[src/dmxrp_pkg.sv]
package dmxrp_pkg;

  localparam int CHAN_W = 8;
  localparam int POS_W = 16;
  localparam int SLOT_W = 9;
  localparam int NUM_CHAN = 6;

  // channel order inside the six-slot footprint
  localparam int CH_ROUGH = 0;
  localparam int CH_FINE = 1;
  localparam int CH_SPEED = 2;
  localparam int CH_SAVE = 3;
  localparam int CH_UP = 4;
  localparam int CH_DOWN = 5;

  localparam logic [CHAN_W-1:0] CHAN_FULL = 8'hff;
  localparam int PCT_FULL = 100;
  localparam logic [6:0] SAVE_PCT_LO = 7'd60;
  localparam logic [6:0] SAVE_PCT_HI = 7'd65;

  // approach slowdown: speed limited to error >> this shift
  localparam int APPROACH_SHIFT = 4;

  localparam logic [POS_W-1:0] TOP_RESET = 16'hffff;
  localparam logic [POS_W-1:0] BOTTOM_RESET = 16'h0000;

  // lamp flashing half period
  localparam int CLK_MHZ = 250;
  localparam int FLASH_HALF_MS = 125;
  localparam int FLASH_HALF_CYC = FLASH_HALF_MS * CLK_MHZ * 1000;

  // register port
  localparam int REG_AW = 4;
  localparam int REG_DW = 16;
  localparam logic [REG_AW-1:0] REG_CTRL = 4'h0;
  localparam logic [REG_AW-1:0] REG_STATUS = 4'h1;
  localparam logic [REG_AW-1:0] REG_POS = 4'h2;
  localparam logic [REG_AW-1:0] REG_TARGET = 4'h3;
  localparam logic [REG_AW-1:0] REG_TOP = 4'h4;
  localparam logic [REG_AW-1:0] REG_BOTTOM = 4'h5;
  localparam logic [REG_DW-1:0] CTRL_RESET = 16'h0000;
  localparam int CTRL_HOLD_BIT = 0;

  typedef struct packed {
    logic [CHAN_W-1:0] rough;
    logic [CHAN_W-1:0] fine;
    logic [CHAN_W-1:0] speed;
    logic [CHAN_W-1:0] save;
    logic [CHAN_W-1:0] up;
    logic [CHAN_W-1:0] down;
  } dmxrp_chan_t;

  typedef struct packed {
    logic run;
    logic up;
    logic [CHAN_W-1:0] speed;
  } dmxrp_motor_t;

  typedef enum logic [1:0] {
    DMXRP_IDLE,
    DMXRP_MANUAL,
    DMXRP_SEEK
  } dmxrp_state_t;

endpackage : dmxrp_pkg

[src/dmxrp_position_ctrl.sv]
module dmxrp_position_ctrl
  import dmxrp_pkg::*;
#(
  parameter int FLASH_CYC = FLASH_HALF_CYC
) (
  input wire logic clk,
  input wire logic nrst,
  input wire logic slotValid,
  input wire logic [SLOT_W-1:0] slotNum,
  input wire logic [CHAN_W-1:0] slotData,
  input wire logic [SLOT_W-1:0] startAddr,
  input wire logic [POS_W-1:0] drumPos,
  input wire logic [REG_AW-1:0] regAddr,
  input wire logic [REG_DW-1:0] regWdata,
  input wire logic regWr,
  input wire logic regRd,
  output logic [REG_DW-1:0] regRdata,
  output dmxrp_motor_t motor,
  output logic lampOn
);

  function automatic logic [6:0] toPct(input logic [CHAN_W-1:0] v);
    logic [15:0] prod;
    prod = 16'(v) * 16'(PCT_FULL);
    return 7'(prod / 16'(CHAN_FULL));
  endfunction : toPct

  function automatic logic [CHAN_W-1:0] minByte(
    input logic [CHAN_W-1:0] a,
    input logic [CHAN_W-1:0] b
  );
    return (a < b) ? a : b;
  endfunction : minByte

  dmxrp_chan_t chan;

  dmxrp_slot_capture slotCapture (
    .clk(clk),
    .nrst(nrst),
    .slotValid(slotValid),
    .slotNum(slotNum),
    .slotData(slotData),
    .startAddr(startAddr),
    .chan(chan)
  );

  logic [REG_DW-1:0] ctrl;
  logic [POS_W-1:0] topLimit;
  logic [POS_W-1:0] bottomLimit;
  logic upSeen;
  logic downSeen;
  dmxrp_state_t state;
  dmxrp_state_t next_state;
  logic [31:0] flashCnt;
  logic flashPhase;

  // channel decode
  wire [POS_W-1:0] rawTarget = {chan.rough, chan.fine};
  wire [6:0] savePct = toPct(chan.save);
  wire saveEn = (savePct >= SAVE_PCT_LO) && (savePct <= SAVE_PCT_HI);
  wire upActive = (chan.up != '0);
  wire downActive = (chan.down != '0);
  wire manualConflict = upActive && downActive;
  wire manualReq = upActive || downActive;
  wire brake = (chan.speed == '0) || ctrl[CTRL_HOLD_BIT];

  // target scaled into the taught range; bottom above top gives no range
  wire [POS_W-1:0] range = (topLimit >= bottomLimit) ?
                           topLimit - bottomLimit : '0;
  wire [2*POS_W-1:0] scaled = {16'h0000, range} * {16'h0000, rawTarget}
                              + {16'h0000, range};
  wire [POS_W-1:0] target = bottomLimit +
                            scaled[2*POS_W-1:POS_W];

  // distance to go and approach ramp
  wire targetAbove = target > drumPos;
  wire [POS_W-1:0] distance = targetAbove ? target - drumPos :
                              drumPos - target;
  wire [POS_W-1:0] rampWide = distance >> APPROACH_SHIFT;
  wire [CHAN_W-1:0] rampSpeed = (rampWide > POS_W'(CHAN_FULL)) ? CHAN_FULL :
                                (rampWide == '0) ? 8'h01 :
                                rampWide[CHAN_W-1:0];
  wire [CHAN_W-1:0] seekSpeed = minByte(chan.speed, rampSpeed);
  wire atTarget = (distance == '0);

  // manual speed follows its channel, still capped by the speed channel
  wire [CHAN_W-1:0] manualVal = upActive ? chan.up : chan.down;
  wire [CHAN_W-1:0] manualSpeed = minByte(manualVal, chan.speed);

  // teaching: capture on the fall of a manual channel to zero
  wire upReleased = upSeen && !upActive;
  wire downReleased = downSeen && !downActive;
  wire storeTop = saveEn && upReleased;
  wire storeBottom = saveEn && downReleased;

  always_comb begin
    next_state = state;
    unique case (state)
      DMXRP_IDLE: begin
        if (manualReq) begin
          next_state = DMXRP_MANUAL;
        end else if (!atTarget && !brake) begin
          next_state = DMXRP_SEEK;
        end
      end
      DMXRP_MANUAL: begin
        // released, with saving on or off: return to commanded target
        if (!manualReq) begin
          next_state = DMXRP_IDLE;
        end
      end
      DMXRP_SEEK: begin
        if (manualReq) begin
          next_state = DMXRP_MANUAL;
        end else if (atTarget || brake) begin
          next_state = DMXRP_IDLE;
        end
      end
    endcase
  end

  // motor command for next cycle
  dmxrp_motor_t next_motor;
  always_comb begin
    next_motor = '0;
    if (!brake) begin
      if (state == DMXRP_MANUAL && manualReq && !manualConflict) begin
        next_motor.run = 1'b1;
        next_motor.up = upActive;
        next_motor.speed = manualSpeed;
      end else if (state == DMXRP_SEEK && !manualReq && !atTarget) begin
        // positioning carries on whatever the save channel says
        next_motor.run = 1'b1;
        next_motor.up = targetAbove;
        next_motor.speed = seekSpeed;
      end
    end
  end

  wire travelling = next_motor.run || motor.run;
  wire flashTick = (flashCnt == 32'(FLASH_CYC - 1));
  wire next_lamp = travelling ? flashPhase :
                   (atTarget && !manualReq);

  always_ff @(posedge clk or negedge nrst) begin
    if (!nrst) begin
      state <= DMXRP_IDLE;
    end else begin
      state <= next_state;
    end
  end

  always_ff @(posedge clk or negedge nrst) begin
    if (!nrst) begin
      motor <= '0;
      lampOn <= 1'b0;
    end else begin
      motor <= next_motor;
      lampOn <= next_lamp;
    end
  end

  always_ff @(posedge clk or negedge nrst) begin
    if (!nrst) begin
      flashCnt <= '0;
      flashPhase <= 1'b0;
    end else if (!travelling) begin
      // restart so every move from rest begins with the lamp on for a full half period
      flashCnt <= '0;
      flashPhase <= 1'b1;
    end else if (flashTick) begin
      flashCnt <= '0;
      flashPhase <= !flashPhase;
    end else begin
      flashCnt <= flashCnt + 32'd1;
    end
  end

  always_ff @(posedge clk or negedge nrst) begin
    if (!nrst) begin
      upSeen <= 1'b0;
      downSeen <= 1'b0;
    end else begin
      upSeen <= upActive;
      downSeen <= downActive;
    end
  end

  // limits survive until taught again or reset; no other path writes them
  always_ff @(posedge clk or negedge nrst) begin
    if (!nrst) begin
      topLimit <= TOP_RESET;
      bottomLimit <= BOTTOM_RESET;
    end else begin
      if (storeTop) begin
        topLimit <= drumPos;
      end
      if (storeBottom) begin
        bottomLimit <= drumPos;
      end
    end
  end

  // register port
  wire ctrlWrite = regWr && (regAddr == REG_CTRL);
  wire [REG_DW-1:0] statusWord = {10'h000, saveEn, lampOn, atTarget,
                                  motor.up, motor.run, brake};
  logic [REG_DW-1:0] readMux;
  always_comb begin
    unique case (regAddr)
      REG_CTRL: readMux = ctrl;
      REG_STATUS: readMux = statusWord;
      REG_POS: readMux = drumPos;
      REG_TARGET: readMux = target;
      REG_TOP: readMux = topLimit;
      REG_BOTTOM: readMux = bottomLimit;
      default: readMux = '0;
    endcase
  end

  always_ff @(posedge clk or negedge nrst) begin
    if (!nrst) begin
      ctrl <= CTRL_RESET;
    end else if (ctrlWrite) begin
      ctrl <= regWdata & 16'h0001;
    end
  end

  always_ff @(posedge clk or negedge nrst) begin
    if (!nrst) begin
      regRdata <= '0;
    end else begin
      regRdata <= regRd ? readMux : '0;
    end
  end

endmodule : dmxrp_position_ctrl

[src/dmxrp_slot_capture.sv]
module dmxrp_slot_capture
  import dmxrp_pkg::*;
(
  input wire logic clk,
  input wire logic nrst,
  input wire logic slotValid,
  input wire logic [SLOT_W-1:0] slotNum,
  input wire logic [CHAN_W-1:0] slotData,
  input wire logic [SLOT_W-1:0] startAddr,
  output dmxrp_chan_t chan
);

  logic [SLOT_W:0] offset;
  logic hit;
  logic [2:0] idx;

  // offset from start address; slots below the start wrap high and miss
  assign offset = {1'b0, slotNum} - {1'b0, startAddr};
  assign hit = slotValid && (offset < (SLOT_W+1)'(NUM_CHAN));
  assign idx = offset[2:0];

  always_ff @(posedge clk or negedge nrst) begin
    if (!nrst) begin
      chan <= '0;
    end else if (hit) begin
      unique case (idx)
        3'(CH_ROUGH): chan.rough <= slotData;
        3'(CH_FINE): chan.fine <= slotData;
        3'(CH_SPEED): chan.speed <= slotData;
        3'(CH_SAVE): chan.save <= slotData;
        3'(CH_UP): chan.up <= slotData;
        3'(CH_DOWN): chan.down <= slotData;
        default: chan <= chan;
      endcase
    end
  end

endmodule : dmxrp_slot_capture
[config.mk]
export PLATFORM = sky130hd
export DESIGN_NAME = dmxrp_position_ctrl
export DESIGN_NICKNAME = d
export VERILOG_FILES = /design/src/dmxrp_pkg.sv /design/src/dmxrp_position_ctrl.sv /design/src/dmxrp_slot_capture.sv
export SDC_FILE = /design/constraint.sdc
export NUM_CORES = 1
export LEC_CHECK = 0
export BUFFER_PORTS_ARGS = -buffer_cell sky130_fd_sc_hd__buf_2
export CAP_MARGIN = 10
export CORE_ASPECT_RATIO = 1.4
export CORE_MARGIN = 4
export CORE_UTILIZATION = 43
export DETAILED_ROUTE_END_ITERATION = 8
export PLACE_DENSITY = 0.63
export RECOVER_POWER = 50
export SLEW_MARGIN = 30
export SYNTH_ARGS = -nofsm -noshare
export SYNTH_HDL_FRONTEND = slang
export SYNTH_HIERARCHICAL = 1
export SYNTH_SLANG_ARGS = --single-unit
[constraint.sdc]
create_clock -name clk -period 15.4 [get_ports clk]
set_clock_uncertainty 0.2 [all_clocks]
set_input_delay 0.77 -clock clk [delete_from_list [all_inputs] [get_ports clk]]
set_output_delay 0.77 -clock clk [all_outputs]
set_load 0.005 [all_outputs]
==> qor.txt <==
fin crit period: 15.14 ns
Post-DP HPWL: 44.45 mm
Setup TNS: 0 ns
CP startpoint: topLimit[0]$_DFFE_PN1P_
worst reg2reg endpoint: motor[6]$_DFF_PN0_
GRT Total Usage: 21.23%
Worst Setup EP: motor[6]$_DFF_PN0_
Layout area overhead: 21.66%
vias per cell: 5.358
H-tree Lvls: 4
Slew Limit Fails: 148
Crit-path slowest cell: fa_1
worst vdd ir: 0.08273 mV
most frequent cells after synthesis: 357 x inv_1, 254 x nand2_1, 224 x ha_1, 216 x fa_1, 129 x dfrtp_1
Placed Cells: 3163
CP Class: reg2reg
Worst R2R Path Depth: 84
total routed wirelength: 56.25 mm
YS warnings: 6
port buffer count: 78
FF-to-FF Start: topLimit[0]$_DFFE_PN1P_
max-cap violation count: 2
WP data arrival: 15.30 ns
non-filler cells, final: 3264
LEAKAGE: 13.04 nW
clk slew on worst S/H paths: 0.07 ns
Synth Register Bits: 145
Initial DRC Count: 956
Post-Place Worst Slack: -1.111 ns
CP Depth: 84
Ports: 94
CP max stage delay: 0.60 ns
Critical Path Start Type: register
Post-DP Area: 0.02355 mm²
Synth Cell Area: 0.02088 mm²
Achievable Freq: 66.06 MHz
GRT overflow: 0
final hold vios: 0
Post-Synthesis Cells: 2297
EDFF count, synth: 0
Root Driver: clkbuf_16
antenna diode count: 0
top_reg_cell synth: dfrtp_1
gpl congestion: 0.8876
drt drc: 0
Rows: 95
CP delay by family, top: compound AO/OA/AOI/OAI gates
largest net degree at the start of global routing: 76
die outline area: 0.05220 mm²
register-to-register setup slack: 0.26 ns
fill cell count: 4347
DRT Pass-1 Iters: 9
Starting Density: 43.48%
leading area contributor after synthesis: fa_1
Synth area leaders: fa_1 21%, dfrtp_1 15%, ha_1 13%, inv_1 6.4%, nand2_1 4.6%
Tcrit/Tclk final: 98.30%
wire per inst: 17.23 µm
antenna-violating nets left: 0
Yosys cell types: 104
Die Span X: 194.2 µm
status: finished with violations
CP most frequent cell: a21oi_2
antenna violations before repair: 0
CP Max Fanout: 7
Nets: 3128
CTS tree: yes
top-count cell post-synth: inv_1
total CTS buffers: 17
first-pass GRT wire length: 91.71 mm
setup ws final: 0.2620 ns
fin util: 52.90%
slew margin rel.: -180.7%
net count after synthesis: 2804
Final Cell Area: 0.02540 mm²
Clk Latency, worst-skew pair: 0.45 ns
CP required: 15.56 ns
Worst-Margin Slew: 4.210 ns
vias: 17488
CTS max path bufs: 2
core box area: 0.04802 mm²
Sink Count: 145
RSZ-0062 raised after global routing: true
Mapped Avg Cell Area: 9.091 µm²
Setup violations, final: 0
Critical Path End Type: register
Die Y: 268.7 µm
Yosys top cell area share: 20.71%
P per Cell Area: 41.93 mW/mm²
crit path buf inv count: 15
WHS Path Cells: 1
min-delay worst type: reg2reg
vias in the first global route: 18593
register area share after synthesis: 17.47%
ys async rst share: 100.0%
share of post-route cells with drive strength above 1: 25.21%
failing checks: capacitance limit, slew limit
[state kept, by name (all words and copies together), names as in the netlist, 2 cells and up]
register,flops
regRdata,16
motor,10
flashCnt,32
bottomLimit,16
topLimit,16
slotCapture/chan,48
state,2
[where the power goes]
part / internal, mW / switching, mW
clock: 0.217 / 0.194
sequential: 0.390 / 0.0150
combinational: 0.106 / 0.143
[worst register-to-register path, delay by kind of cell, from the launching register on]
| family | cells | cell delay (ns) |
|---|---|---|
| AO/OA/AOI/OAI | 38 | 5.70 |
| adder cells (fa/ha/maj) | 12 | 4.52 |
| multiplexers | 2 | 0.47 |
| AND/OR/NAND/NOR | 15 | 1.86 |
| XOR/XNOR | 2 | 0.29 |
| flip-flops | 1 | 0.54 |
| buffers and inverters | 15 | 1.52 |
[layer usage]
layer | GRT usage, % | wire [µm]
met2 | 39.76 | 29690
met5 | 0 | 0
met3 | 1.587 | 1565
met1 | 25.81 | 23310
met4 | 7.433 | 1685
[cell type report]
class | instances | area, µm² | area share [%]
timing repair buffer | 373 | 2749 | 10.82
clock buffer | 17 | 425.4 | 1.675
sequential | 145 | 3649 | 14.36
tap | 630 | 788.3 | 3.103
clock inverter | 15 | 168.9 | 0.6649
multi-input combinational | 1727 | 16280 | 64.10
inverter | 357 | 1340 | 5.275
[stage by stage]
stage | hold slack [ns] | power (mW)
floorplan | 0.2479 | 0.5566
global placement | 0.2756 | 0.6442
detailed placement | 0.2952 | 0.6504
CTS | 0.1542 | 1.067
global route | 0.3207 | 1.116
finish | 0.3017 | 1.065
[cell usage in the layout, fill, tap and decap left out, types with 37 or more instances in the layout]
| cell | n |
|---|---|
| xor2_1 | 37 |
| a21o_1 | 38 |
| xnor2_1 | 52 |
| buf_4 | 269 |
| nor2_1 | 111 |
| mux2i_1 | 37 |
| nand2_1 | 243 |
| ha_1 | 213 |
| buf_2 | 69 |
| a21oi_1 | 63 |
| fa_1 | 210 |
| and2_1 | 97 |
| inv_1 | 338 |
| dfrtp_1 | 129 |
| nand3_1 | 42 |
| mux2_4 | 44 |
[kinds of logic after synthesis]
| family | Yosys count | share of synthesized area (%) |
|---|---|---|
| compound gates | 351 | 12.39 |
| xor+xnor | 93 | 3.937 |
| fa+ha+maj | 441 | 34.18 |
| buf+inv | 426 | 7.969 |
| flops | 145 | 17.47 |
| mux | 114 | 6.681 |
| other cells | 1 | 0.01796 |
| simple gates | 726 | 17.35 |
[worst min path at each step]
| stage | start | endpoint | slack (ns) |
|---|---|---|---|
| detailed placement | flashCnt[0]$_DFF_PN0_ | flashCnt[0]$_DFF_PN0_ | 0.30 |
| finish | flashCnt[0]$_DFF_PN0_ | flashCnt[0]$_DFF_PN0_ | 0.30 |
| floorplan | flashCnt[0]$_DFF_PN0_ | flashCnt[0]$_DFF_PN0_ | 0.25 |
| global route | flashCnt[0]$_DFF_PN0_ | flashCnt[0]$_DFF_PN0_ | 0.32 |
| global placement | flashCnt[0]$_DFF_PN0_ | flashCnt[0]$_DFF_PN0_ | 0.28 |
| CTS | nrst | regRdata[12]$_DFF_PN0_ | 0.15 |
[timing repair]
| action | 4_1_cts | 5_1_grt |
|---|---|---|
| setup buffers | 34 | 36 |
| endpoints found under the setup margin | 46 | 47 |
| pin swaps | 43 | 128 |
| hold buffers | 0 | 0 |
| gates cloned | 1 | 1 |
| gates resized for setup | 46 | 148 |
| hold endpoints to repair | 0 | 0 |
No activity file was read; power rests on OpenSTA's default activity.
